==> config.mk <==
export PLATFORM = sky130hd
export DESIGN_NAME = block_interrupt_status_summary
export DESIGN_NICKNAME = d
export VERILOG_FILES = /design/src/chan_irq_pkg.sv /design/src/block_interrupt_status_summary.sv
export VERILOG_INCLUDE_DIRS = /design/src
export SDC_FILE = /design/constraint.sdc
export NUM_CORES = 1
export LEC_CHECK = 0
export BUFFER_PORTS_ARGS = -buffer_cell sky130_fd_sc_hd__buf_4
export CAP_MARGIN = 25
export CORE_UTILIZATION = 43
export DETAILED_ROUTE_END_ITERATION = 10
export GPL_ROUTABILITY_DRIVEN = 0
export PLACE_DENSITY_LB_ADDON = 0.25
export SLEW_MARGIN = 20
export SYNTH_ARGS = -nofsm -noshare
export SYNTH_HDL_FRONTEND = slang
export SYNTH_SLANG_ARGS = --single-unit
==> constraint.sdc <==
create_clock -name clk_i -period 3.85 [get_ports clk_i]
set_input_delay 0.1925 -clock clk_i [delete_from_list [all_inputs] [get_ports clk_i]]
set_output_delay 0.1925 -clock clk_i [all_outputs]
set_load 0.1 [all_outputs]
==> src/chan_irq_regs.svh <==
// Purpose: register indices, reset values and sizes for the interrupt summary block
// Assumes: byte address of a register is four times its index
// Notes:   definitions only
`ifndef CHAN_IRQ_REGS_SVH
`define CHAN_IRQ_REGS_SVH

// register indices
`define SRC_STATUS0_IDX  8'h02
`define SRC_STATUS1_IDX  8'h0a
`define SRC_STATUS2_IDX  8'h12
`define GATE_IDX         8'h20
`define SUMMARY_IDX      8'h21
`define EVT_STATUS_IDX   8'h22
`define EVT_MASK_IDX     8'h23

// reset values
`define GATE_RST         3'h0
`define SUMMARY_RST      3'h0
`define EVT_STATUS_RST   3'h0
`define EVT_MASK_RST     3'h0

// field layout
`define CHAN_BITS        3
`define SRC_BYTE_BITS    8

`endif

==> src/chan_irq_pkg.sv <==
// Purpose: shared types for the interrupt summary block
// Assumes: three channels, 8-bit source status registers
// Notes:   constants live in chan_irq_regs.svh
package chan_irq_pkg;
	typedef logic [2:0]  chan_vec_t;
	typedef logic [7:0]  reg_idx_t;
	typedef logic [31:0] word_t;
endpackage : chan_irq_pkg

==> src/block_interrupt_status_summary.sv <==
// Purpose: per-channel interrupt summary with APB register access
// Assumes: pending and source status inputs are on clk_i
// Notes:   answers every access with one wait state
//
// Overview of operation
// - summary register at index 0x21, bit n for channel n.
// - summary bit is 1 while the channel has a pending interrupt and its gate bit is 1.
// - summary bits are read-only; writes leave them unchanged.
// - a set summary bit holds until the source status is read.
// - gate bit at index 0x20 blocks a channel when zero.
`timescale 1ns/10ps
`include "chan_irq_regs.svh"

module block_interrupt_status_summary (
	// clock and reset
	input  wire logic                   clk_i,
	input  wire logic                   reset_i,
	// apb slave
	input  wire logic [11:0]            paddr_i,
	input  wire logic                   psel_i,
	input  wire logic                   penable_i,
	input  wire logic                   pwrite_i,
	input  wire chan_irq_pkg::word_t    pwdata_i,
	output logic                        pready_o,
	output chan_irq_pkg::word_t         prdata_o,
	output logic                        pslverr_o,
	// channel sources
	input  wire chan_irq_pkg::chan_vec_t src_pending_i,
	input  wire logic [23:0]            src_status_i,
	output chan_irq_pkg::chan_vec_t     src_status_rd_o,
	output chan_irq_pkg::chan_vec_t     gate_o,
	// interrupt
	output logic                        irq_o
);
	import chan_irq_pkg::*;

	////////////////////////////////////////////////////////////////////////
	// state
	logic      pready_q;
	logic      pready_d;
	word_t     prdata_q;
	word_t     prdata_d;
	logic      pslverr_q;
	logic      pslverr_d;
	chan_vec_t gate_q;
	chan_vec_t gate_d;
	chan_vec_t summary_q;
	chan_vec_t summary_d;
	chan_vec_t evt_q;
	chan_vec_t evt_d;
	chan_vec_t mask_q;
	chan_vec_t mask_d;
	chan_vec_t src_rd_q;
	chan_vec_t src_rd_d;
	logic      irq_q;
	logic      irq_d;

	////////////////////////////////////////////////////////////////////////
	// decode
	reg_idx_t  idx;
	logic      aligned;
	logic      access;
	logic      done;
	logic      do_wr;
	logic      do_rd;
	logic      hit_gate;
	logic      hit_summary;
	logic      hit_evt;
	logic      hit_mask;
	chan_vec_t hit_src;
	logic      mapped;
	chan_vec_t src_rd;
	chan_vec_t raise;
	chan_vec_t live;

	always_comb begin
		idx         = paddr_i[9:2];
		aligned     = (paddr_i[1:0] == 2'h0) && (paddr_i[11:10] == 2'h0);
		// answer phase: one wait state, then pready
		access      = psel_i & penable_i & ~pready_q;
		done        = psel_i & penable_i & pready_q;
		do_wr       = done & pwrite_i & ~pslverr_q;
		do_rd       = done & ~pwrite_i & ~pslverr_q;
		hit_gate    = aligned && (idx == `GATE_IDX);
		hit_summary = aligned && (idx == `SUMMARY_IDX);
		hit_evt     = aligned && (idx == `EVT_STATUS_IDX);
		hit_mask    = aligned && (idx == `EVT_MASK_IDX);
		hit_src[0]  = aligned && (idx == `SRC_STATUS0_IDX);
		hit_src[1]  = aligned && (idx == `SRC_STATUS1_IDX);
		hit_src[2]  = aligned && (idx == `SRC_STATUS2_IDX);
		mapped      = hit_gate | hit_summary | hit_evt | hit_mask | (|hit_src);
		// a source status read is what releases a held summary bit
		src_rd      = do_rd ? hit_src : 3'h0;
	end

	////////////////////////////////////////////////////////////////////////
	// apb answer
	always_comb begin
		pready_d  = access;
		pslverr_d = pslverr_q;
		prdata_d  = prdata_q;
		if (access) begin
			pslverr_d = ~mapped;
			prdata_d  = 32'h0;
			if (!pwrite_i) begin
				// bits 31 to 3 of the summary stay zero
				if (hit_summary) prdata_d = {29'h0, summary_q};
				if (hit_gate)    prdata_d = {29'h0, gate_q};
				if (hit_evt)     prdata_d = {29'h0, evt_q};
				if (hit_mask)    prdata_d = {29'h0, mask_q};
				if (hit_src[0])  prdata_d = {24'h0, src_status_i[7:0]};
				if (hit_src[1])  prdata_d = {24'h0, src_status_i[15:8]};
				if (hit_src[2])  prdata_d = {24'h0, src_status_i[23:16]};
			end
		end else if (!psel_i) begin
			pslverr_d = 1'b0;
		end
	end

	always_ff @(posedge clk_i) begin
		if (reset_i) begin
			pready_q  <= 1'b0;
			pslverr_q <= 1'b0;
			prdata_q  <= 32'h0;
		end else begin
			pready_q  <= pready_d;
			pslverr_q <= pslverr_d;
			prdata_q  <= prdata_d;
		end
	end

	////////////////////////////////////////////////////////////////////////
	// gate and mask registers
	always_comb begin
		gate_d = gate_q;
		mask_d = mask_q;
		if (do_wr && hit_gate) gate_d = pwdata_i[2:0];
		if (do_wr && hit_mask) mask_d = pwdata_i[2:0];
	end

	always_ff @(posedge clk_i) begin
		if (reset_i) begin
			gate_q <= `GATE_RST;
			mask_q <= `EVT_MASK_RST;
		end else begin
			gate_q <= gate_d;
			mask_q <= mask_d;
		end
	end

	////////////////////////////////////////////////////////////////////////
	// channel summary
	// no write path reaches summary_q at all
	always_comb begin
		live      = src_pending_i & gate_q;
		// pending sets, a source read releases; pending wins the tie
		summary_d = live | (summary_q & ~src_rd);
		src_rd_d  = src_rd;
	end

	always_ff @(posedge clk_i) begin
		if (reset_i) begin
			summary_q <= `SUMMARY_RST;
			src_rd_q  <= 3'h0;
		end else begin
			summary_q <= summary_d;
			src_rd_q  <= src_rd_d;
		end
	end

	////////////////////////////////////////////////////////////////////////
	// event status and interrupt
	always_comb begin
		raise = summary_d & ~summary_q;
		evt_d = evt_q;
		if (do_wr && hit_evt) evt_d = evt_q & ~pwdata_i[2:0];
		// a new event in the clear cycle survives
		evt_d = evt_d | raise;
		irq_d = |(evt_d & mask_d);
	end

	always_ff @(posedge clk_i) begin
		if (reset_i) begin
			evt_q <= `EVT_STATUS_RST;
			irq_q <= 1'b0;
		end else begin
			evt_q <= evt_d;
			irq_q <= irq_d;
		end
	end

	////////////////////////////////////////////////////////////////////////
	// outputs
	assign pready_o        = pready_q;
	assign prdata_o        = prdata_q;
	assign pslverr_o       = pslverr_q;
	assign src_status_rd_o = src_rd_q;
	assign gate_o          = gate_q;
	assign irq_o           = irq_q;

	////////////////////////////////////////////////////////////////////////
	// checks
	summary_read_a : assert property (
		@(posedge clk_i) disable iff (reset_i)
		(pready_q && !pwrite_i && psel_i && hit_summary && !pslverr_q)
			|-> (prdata_o == {29'h0, $past(summary_q)}))
		else $error("summary read data mismatch");

	summary_set_a : assert property (
		@(posedge clk_i) disable iff (reset_i)
		(|live) |=> ((summary_q & $past(live)) == $past(live)))
		else $error("pending channel not flagged");

	summary_drop_a : assert property (
		@(posedge clk_i) disable iff (reset_i)
		(|(src_rd & ~live)) |=> ((summary_q & $past(src_rd & ~live)) == 3'h0))
		else $error("idle channel still flagged after read");

	summary_ro_a : assert property (
		@(posedge clk_i) disable iff (reset_i)
		(do_wr && hit_summary)
			|=> ((summary_q & $past(summary_q)) == $past(summary_q)))
		else $error("summary changed by write");

	summary_hold_a : assert property (
		@(posedge clk_i) disable iff (reset_i)
		(|summary_q) |=> (($past(summary_q) & ~summary_q & ~$past(src_rd)) == 3'h0))
		else $error("summary dropped without source read");

	gate_block_a : assert property (
		@(posedge clk_i) disable iff (reset_i)
		(|(~gate_q & ~summary_q))
			|=> ((summary_q & $past(~gate_q & ~summary_q)) == 3'h0))
		else $error("gated channel raised summary");

	summary_reset_a : assert property (
		@(posedge clk_i)
		(!reset_i && $past(reset_i)) |-> (summary_q == 3'h0))
		else $error("summary not zero after reset");

	upper_zero_a : assert property (
		@(posedge clk_i) disable iff (reset_i)
		(pready_q && psel_i && hit_summary) |-> (prdata_o[31:3] == 29'h0))
		else $error("summary upper bits not zero");

	irq_level_a : assert property (
		@(posedge clk_i) disable iff (reset_i)
		(|(evt_q & mask_q)) |-> irq_o)
		else $error("interrupt missing for unmasked event");

	src_strobe_a : assert property (
		@(posedge clk_i) disable iff (reset_i)
		(do_rd && hit_src[1]) |=> src_status_rd_o[1] ##1 !src_status_rd_o[1])
		else $error("source read strobe wrong");

	pready_wait_a : assert property (
		@(posedge clk_i) disable iff (reset_i)
		(psel_i && penable_i && !pready_q) |=> pready_o)
		else $error("ready not given after one wait state");

	pready_pulse_a : assert property (
		@(posedge clk_i) disable iff (reset_i)
		pready_o |=> !pready_o)
		else $error("ready held longer than one cycle");

	slave_error_a : assert property (
		@(posedge clk_i) disable iff (reset_i)
		(pready_o && psel_i) |-> (pslverr_o == !mapped))
		else $error("error flag does not match decode");

	gate_write_a : assert property (
		@(posedge clk_i) disable iff (reset_i)
		(do_wr && hit_gate) |=> (gate_o == $past(pwdata_i[2:0])))
		else $error("gate write not applied");

	summary_rise_a : assert property (
		@(posedge clk_i) disable iff (reset_i)
		(|(summary_q & ~$past(summary_q)))
			|-> ((summary_q & ~$past(summary_q) & ~$past(live)) == 3'h0))
		else $error("summary rose without gated pending");

	src_data_a : assert property (
		@(posedge clk_i) disable iff (reset_i)
		(pready_o && psel_i && !pwrite_i && hit_src[0] && !pslverr_o)
			|-> (prdata_o == {24'h0, $past(src_status_i[7:0])}))
		else $error("source status read data mismatch");

	strobe_cause_a : assert property (
		@(posedge clk_i) disable iff (reset_i)
		(|src_status_rd_o) |-> $past(done && !pwrite_i && !pslverr_q))
		else $error("source read strobe without a read");

	evt_set_a : assert property (
		@(posedge clk_i) disable iff (reset_i)
		(|raise) |=> ((evt_q & $past(raise)) == $past(raise)))
		else $error("summary rise did not set event status");

	evt_clear_a : assert property (
		@(posedge clk_i) disable iff (reset_i)
		(do_wr && hit_evt) |=> ((evt_q & $past(pwdata_i[2:0] & ~raise)) == 3'h0))
		else $error("event status not cleared by write");

	irq_idle_a : assert property (
		@(posedge clk_i) disable iff (reset_i)
		!(|(evt_q & mask_q)) |-> !irq_o)
		else $error("interrupt without unmasked event");

endmodule : block_interrupt_status_summary

==> results.md, run 1 <==
* Number of buffers created by CTS at 3
* Initial antenna violation count at 0
* Count of cells resized by post-cts repair at 0
* Cts-stage hold buffer count at 0
* Die Span X at roughly 61 um
* Setup TNS at 0 ns
* Later-pin clock latency in the skew report at 0.32 ns
* Number of failing setup endpoints in the final timing report at 0
* DR DRC count at 0
* Total Routed Length at about 3.6 mm
* Routed len/inst at ~13 um
* Primary FF master, synth: dfxtp_1
* Status: finished, final reports clean
* DP Wirelength at around 2.8 mm
* Inserted Diodes at 0
* Slack of the worst reg-to-reg path at 2.13 ns
* CP endpoint: prdata_o[5]$_SDFFE_PP0P_
* Largest driver fanout on the critical path at 6
* Number of port buffers at 63
* Leakage power figure at a little under 0.9 nW
* Global router's overall resource usage at 19.05%
* Total standard cell area after synthesis at ~0.0015 mm^2
* Count of mapped cells out of synthesis at ~170
* Vias in the first global route at roughly 1200
* Fraction of layout cells with a size suffix above 1 at ~32%
* Reg2Reg Launch Point: pready_o$_SDFF_PP0_
* Fill cell instance count of the final layout at about 350
* Yosys warning count at 0
* # rows at 21
* Final Hold Viols at 0
* Actual transition at the worst max-transition pin at 0.6104 ns
* Critical path cell sequence: buf_4 > or4_4 > nor4_1 > nand3_1 > nor4_2 > a221o_1
* Least setup slack across all paths after layout at ~1.7 ns
* Syn_area_per_cell at ~8.8 um^2
* Worst Reg2Reg Path Length in Cells at 5
* Crit path launch: paddr_i[10]
* Critical-path top delay cell: or4_4
* Share of the clock period used by the worst path after layout at about 56%
* Async set-or-reset flop fraction in the synthesized netlist at 0%
* Post-CTS Repair Setup Buffers at 0
* H-Tree Depth at 1
* Y dimension of the die at just over 60 um
* Footprint of the multi-input gates at ~840 um^2
* #FFs+latches synth at 26
* Pre-CTS setup slack at approximately 1.4 ns
* Number of violations reported at the end of detailed-routing iteration 0 at 47
* Maximum buffer depth of the clock tree at 2
* 1st-pass router iterations at 4
* Area of the core region at 0.003363 mm^2
* PD cells at 292.7 mW/mm^2
* Number of distinct library cell variants in the gate-level netlist after synthesis at 37
* Area share of the largest cell type after synthesis at between 30% and 40%
* CP Launch Type: input port
* Starting density of the core at a little under half
* Data arrival at the endpoint of the critical path at between 2 and 2.5 ns
* Total clock sinks at 26
* Global-route wire length before repair at ~5.3 mm
* Slew Limit Headroom at between 50% and 60%
* Most area-consuming cells after synthesis: dfxtp_1, buf_4, mux2i_1, a221o_1, a21oi_1
* Endpoint of the worst register-to-register path: gate_o[2]$_SDFFE_PP0P_
* Max VDD drop at 0.0001292 V
* Number of nets in the layout at between 300 and 400
* Number of routed nets with antenna violations at 0
* Portion of the post-synthesis area used by sequential elements at about a third
* Total die area at between 0.003 and 0.004 mm^2
* Crit-path leading delay family: simple AND/OR/NAND/NOR gates
* CTS root buf: clkbuf_4
* Total gr overflow at 0
* Post-detailed-route via-to-cell ratio at 4.964
* Worst path depth at 6
* Vias after detailed routing at 1375
* Buffers and inverters on the worst path at 1
* Peak Freq at approximately 470 MHz
* Post-route minimum period at 2.146 ns
* CTS tree: done
* Max-Cap Viols at 0
* Library cell with the largest summed area after synthesis: dfxtp_1
* Worst Setup End Kind: register
* Worst path max stage delay at roughly 0.55 ns
* Growth of design area from synthesis to finish at 28.10%
* Slew Limit Fails at 0
* Count of boundary I/O pins at 117
* Area occupied by registers at 520.5 um^2
* Skew final at ~0.0078 ns
* Clock Pin Slew Worst Setup and Hold Paths at ~0.13 ns
* Crit Path Category: in -> reg
* Pin count of the biggest net entering global routing at 19
* Unrepaired setup endpoints after global routing: no
* Data required, critical path at 4.12 ns
* Count of flip-flops with a built-in enable after synthesis at 0
* Type of the worst min-delay path: in -> reg
[synth_stat cells (2+ instances only)]
| cell | number |
|---|---|
| nor3_1 | 5 |
| buf_4 | 24 |
| a21oi_1 | 9 |
| or2_2 | 2 |
| mux2i_1 | 11 |
| nor2b_1 | 6 |
| nand4_1 | 2 |
| inv_1 | 8 |
| o221ai_1 | 3 |
| o41ai_2 | 2 |
| a211o_1 | 3 |
| a221o_1 | 6 |
| or4_4 | 2 |
| nor2_1 | 12 |
| nand2_1 | 5 |
| nand2b_1 | 6 |
| clkbuf_1 | 5 |
| and2_1 | 2 |
| o21ai_0 | 6 |
| nor4_1 | 4 |
| a211oi_1 | 3 |
| a22o_1 | 3 |
| dfxtp_1 | 26 |
| nand3_1 | 2 |
| o22ai_1 | 4 |
[layer usage]
layer / vias to the layer above / share of wire [%] / track usage [%] / wire [um]
met4: 0 / 0.62 / 5.714 / 22
met2: 54 / 44 / 29.97 / 1580
li1: 703 / - / - / -
met3: 2 / 7.2 / 3.361 / 257
met1: 616 / 48 / 26.78 / 1703
met5: - / 0 / 0 / 0
[worst register-to-register path, stage by stage (launching register included)]
cell	delay, ns
dfxtp_1	0.39
and4b_1	0.29
nand2_1	0.15
or4_1	0.55
mux2i_1	0.20
nor2_1	0.05
[cell usage in the layout, fill, tap and decap left out, types with 5 or more instances in the layout]
master    instances
buf_4            63
dfxtp_1          26
conb_1           24
nor2_1           12
mux2i_1          11
a21oi_1           9
inv_1             8
nand2b_1          6
nor2b_1           6
a221o_1           6
o21ai_0           6
nor3_1            5
nand2_1           5
[state kept, by name (all words and copies together) (netlist names)]
signal / count
gate_o: 3
pslverr_o: 1
mask_q: 3
evt_q: 3
src_status_rd_o: 3
irq_o: 1
summary_q: 3
pready_o: 1
prdata_o: 8
[report_power, final]
| part | leakage, nW | total (mW) | switching (mW) | internal [mW] |
|---|---|---|---|---|
| sequential | 0.210 | 0.271 | 0.000778 | 0.270 |
| combinational | 0.658 | 0.180 | 0.139 | 0.0412 |
| clock | 0.0138 | 0.117 | 0.0802 | 0.0367 |
| total | 0.881 | 0.568 | 0.220 | 0.348 |
[cell families (layout without fill, tap and decap cells)]
family | after synthesis | in the layout | synth area share [%]
and+or+nand+nor | 55 | 55 | 21.49
AOI/OAI and AO/OA | 41 | 41 | 20.50
buffers and inverters | 39 | 74 | 16.12
DFF | 26 | 26 | 34.38
muxes | 11 | 11 | 7.273
other | 1 | 24 | 0.2477
[cell type report]
type / count / area share [%]
multi-input combinational: 131 / 43.10
clock buffer: 3 / 1.161
inverter: 8 / 1.548
tap: 46 / 2.968
timing repair buffer: 63 / 24.39
sequential: 26 / 26.84
[per-stage QoR]
step	area, um^2	utilization, %	hold slack (ns)	power, mW	cells
floorplan	1600	-	0.3304	0.4298	196
global placement	1917	56.99	0.4154	0.4557	274
detailed placement	1917	56.99	0.4175	0.4563	274
CTS	1939	57.66	0.08393	0.5690	277
global route	1939	57.66	0.08340	0.5910	277
finish	1939	57.66	0.08577	0.5677	277
[worst min-delay path by stage]
stage,end,slack [ns],depth (start not counted),start
floorplan,prdata_o[3]$_SDFFE_PP0P_,0.33,1,src_status_i[19]
global placement,prdata_o[4]$_SDFFE_PP0P_,0.42,2,src_status_i[20]
detailed placement,prdata_o[3]$_SDFFE_PP0P_,0.42,2,src_status_i[19]
CTS,prdata_o[3]$_SDFFE_PP0P_,0.08,2,src_status_i[19]
global route,prdata_o[3]$_SDFFE_PP0P_,0.08,2,src_status_i[19]
finish,prdata_o[3]$_SDFFE_PP0P_,0.09,2,src_status_i[19]
Power figures use the tool's default switching activity.
==> run 2: changes to the inputs <==
- CORE_UTILIZATION: 43 -> 40
- clock period: 3.85 -> 2.18 ns (I/O delays scaled with it)
==> run 2 against run 1 <==
Net effect: utilization up 0.96 points; register-to-register slack lost 1.7 ns; final cell count grew 3.2%; sequential share of layout area decreased by 1.2 points; global-route usage increased by 0.20 points; sequential power rose by 76%; flip-flop and latch count stayed put; clock power grew to 2.6 times the previous value; worst setup slack worse by 1.6 ns; clock skew down 0.0042 ns; die area increased by 7.3%.
==> results.md, run 2 (synthesized netlist as in run 1, its figures left out) <==
* Data required, critical path at between 2 and 2.5 ns
* Reg2Reg Launch Point: pslverr_o$_SDFFE_PP0P_
* DR DRC count at 0
* Share of the clock period used by the worst path after layout at around 93%
* Number of violations reported at the end of detailed-routing iteration 0 at 37
* Worst-case hold path end point: prdata_o[7]$_SDFFE_PP0P_
* Pin count of the biggest net entering global routing at 19
* Worst Setup End Kind: register
* 1st-pass router iterations at 4
* Status: finished, final reports clean
* Worst Reg2Reg Path Length in Cells at 5
* Initial antenna violation count at 0
* Leakage power figure at roughly 0.93 nW
* Data arrival at the endpoint of the critical path at 2.19 ns
* Skew final at between 0.003 and 0.004 ns
* Buffers and inverters on the worst path at 1
* Largest driver fanout on the critical path at 6
* Crit-path leading delay family: simple AND/OR/NAND/NOR gates
* Setup TNS at 0 ns
* Max VDD drop at about 0.00039 V
* Starting density of the core at between 40 and 50%
* Final Hold Viols at 0
* Slack of the worst reg-to-reg path at roughly 0.42 ns
* Core utilization of the finished layout at about three fifths
* Crit Path Category: in -> reg
* Vias in the first global route at between 1000 and 1500
* Actual transition at the worst max-transition pin at about 0.61 ns
* Total clock sinks at 26
* Highest-count cells in the layout ignoring fill and taps: buf_4, dfxtp_1, conb_1
* Maximum buffer depth of the clock tree at 2
* Least setup slack across all paths after layout at 0.1517 ns
* Minimum hold slack at ~0.055 ns
* H-Tree Depth at 1
* DP Wirelength at between 2 and 3 mm
* # rows at 21
* Final cell area excluding filler cells at 0.002033 mm^2
* Area of the core region at between 0.003 and 0.004 mm^2
* Die Span X at about 64 um
* Number of failing setup endpoints in the final timing report at 0
* Slew Limit Fails at 0
* Origin of the worst min-delay path: src_status_i[23]
* PD cells at between 500 and 600 mW/mm^2
* Slew Limit Headroom at 59.63%
* Global-route wire length before repair at between 6 and 7 mm
* CP Launch Type: input port
* Clock Pin Slew Worst Setup and Hold Paths at about 0.09 ns
* Critical-path top delay cell: or4_1
* CTS tree: done
* Cell Count Post-Placement at 282
* Growth of design area from synthesis to finish at 34.30%
* Post-detailed-route via-to-cell ratio at between 4 and 5
* Max-Cap Viols at 0
* Pre-CTS setup slack at -0.1259 ns
* Critical path cell sequence: buf_4 > or4_4 > or4_4 > or4_1 > mux2i_1 > nor2_1
* Endpoint of the worst register-to-register path: gate_o[1]$_SDFFE_PP0P_
* Total gr overflow at 0
* Number of nets in the layout at around 320
* Global router's overall resource usage at about 19%
* Number of flip-flops in the largest register at 8
* Routed len/inst at between 10 and 15 um
* Count of cells resized by post-cts repair at 0
* Post-CTS Repair Setup Buffers at 0
* Peak Freq at just under 500 MHz
* CTS root buf: clkbuf_8
* Total die area at roughly 0.0040 mm^2
* Placed Area at slightly below 0.002 mm^2
* Post-layout total power at ~1.1 mW
* Number of buffers created by CTS at 3
* Inserted Diodes at 0
* Y dimension of the die at about 64 um
* Count of non-filler cells in the finished layout at 286
* Number of port buffers at between 60 and 70
* Leading cell type in the layout, fill and taps excluded: buf_4
* Later-pin clock latency in the skew report at between 0.2 and 0.3 ns
* Type of the worst min-delay path: in -> reg
* Worst path max stage delay at between 0.6 and 0.7 ns
* Unrepaired setup endpoints after global routing: no
* Fraction of layout cells with a size suffix above 1 at 35.00%
* Post-route minimum period at 2.028 ns
* Number of routed nets with antenna violations at 0
* Count of boundary I/O pins at 117
* Total Routed Length at 3.559 mm
* Cts-stage hold buffer count at 0
* CP dominant cell by count: or4_4
* Hold path depth at 2
* Vias after detailed routing at ~1400
-- run 2: changes by cell type in the layout (fill, tap and decap cells not counted) --
cell      before  now
clkbuf_8       0    4
buf_4         63   71
dfxtp_1       26   25
dfxtp_2        0    1
clkbuf_4       3    0
-- run 2: worst max-delay path by stage --
stage | start | end | depth (start not counted)
final | paddr_i[10] | gate_o[1]$_SDFFE_PP0P_ | 6
after global routing | paddr_i[10] | gate_o[2]$_SDFFE_PP0P_ | 6
after CTS | paddr_i[10] | gate_o[1]$_SDFFE_PP0P_ | 6
after detailed placement | paddr_i[10] | gate_o[1]$_SDFFE_PP0P_ | 6
after global placement | paddr_i[10] | gate_o[0]$_SDFFE_PP0P_ | 6
after floorplan | paddr_i[10] | irq_o$_SDFF_PP0_ | 6
-- run 2: layout make-up --
class                   instances  area, um^2
fillers                       322        1435
multi-input cells             131       835.8
repair buffers                 71       533.0
flip-flops and latches         26       521.8
well taps                      46       57.56
clock buffers                   4       55.05
inverters                       8       30.03
-- run 2: power breakdown --
part	switching [mW]	internal, mW
clock network	0.148	0.161
logic	0.246	0.0752
registers	0.00139	0.476
total	0.395	0.713
-- run 2: worst register-to-register path: stages (launching register included) --
cell	delay [ns]
dfxtp_1	0.34
and4b_1	0.34
nand2_1	0.16
or4_1	0.57
mux2i_1	0.21
nor2_1	0.05
-- run 2: layer usage --
layer / share of wire [%] / vias up / global-route usage, % / routed length, um
met1: 47 / 635 / 25.28 / 1686
met4: 1.4 / 0 / 5.114 / 51
li1: - / 718 / - / -
met3: 7.0 / 8 / 5.616 / 249
met5: 0 / - / 0 / 0
met2: 44 / 63 / 30.45 / 1572
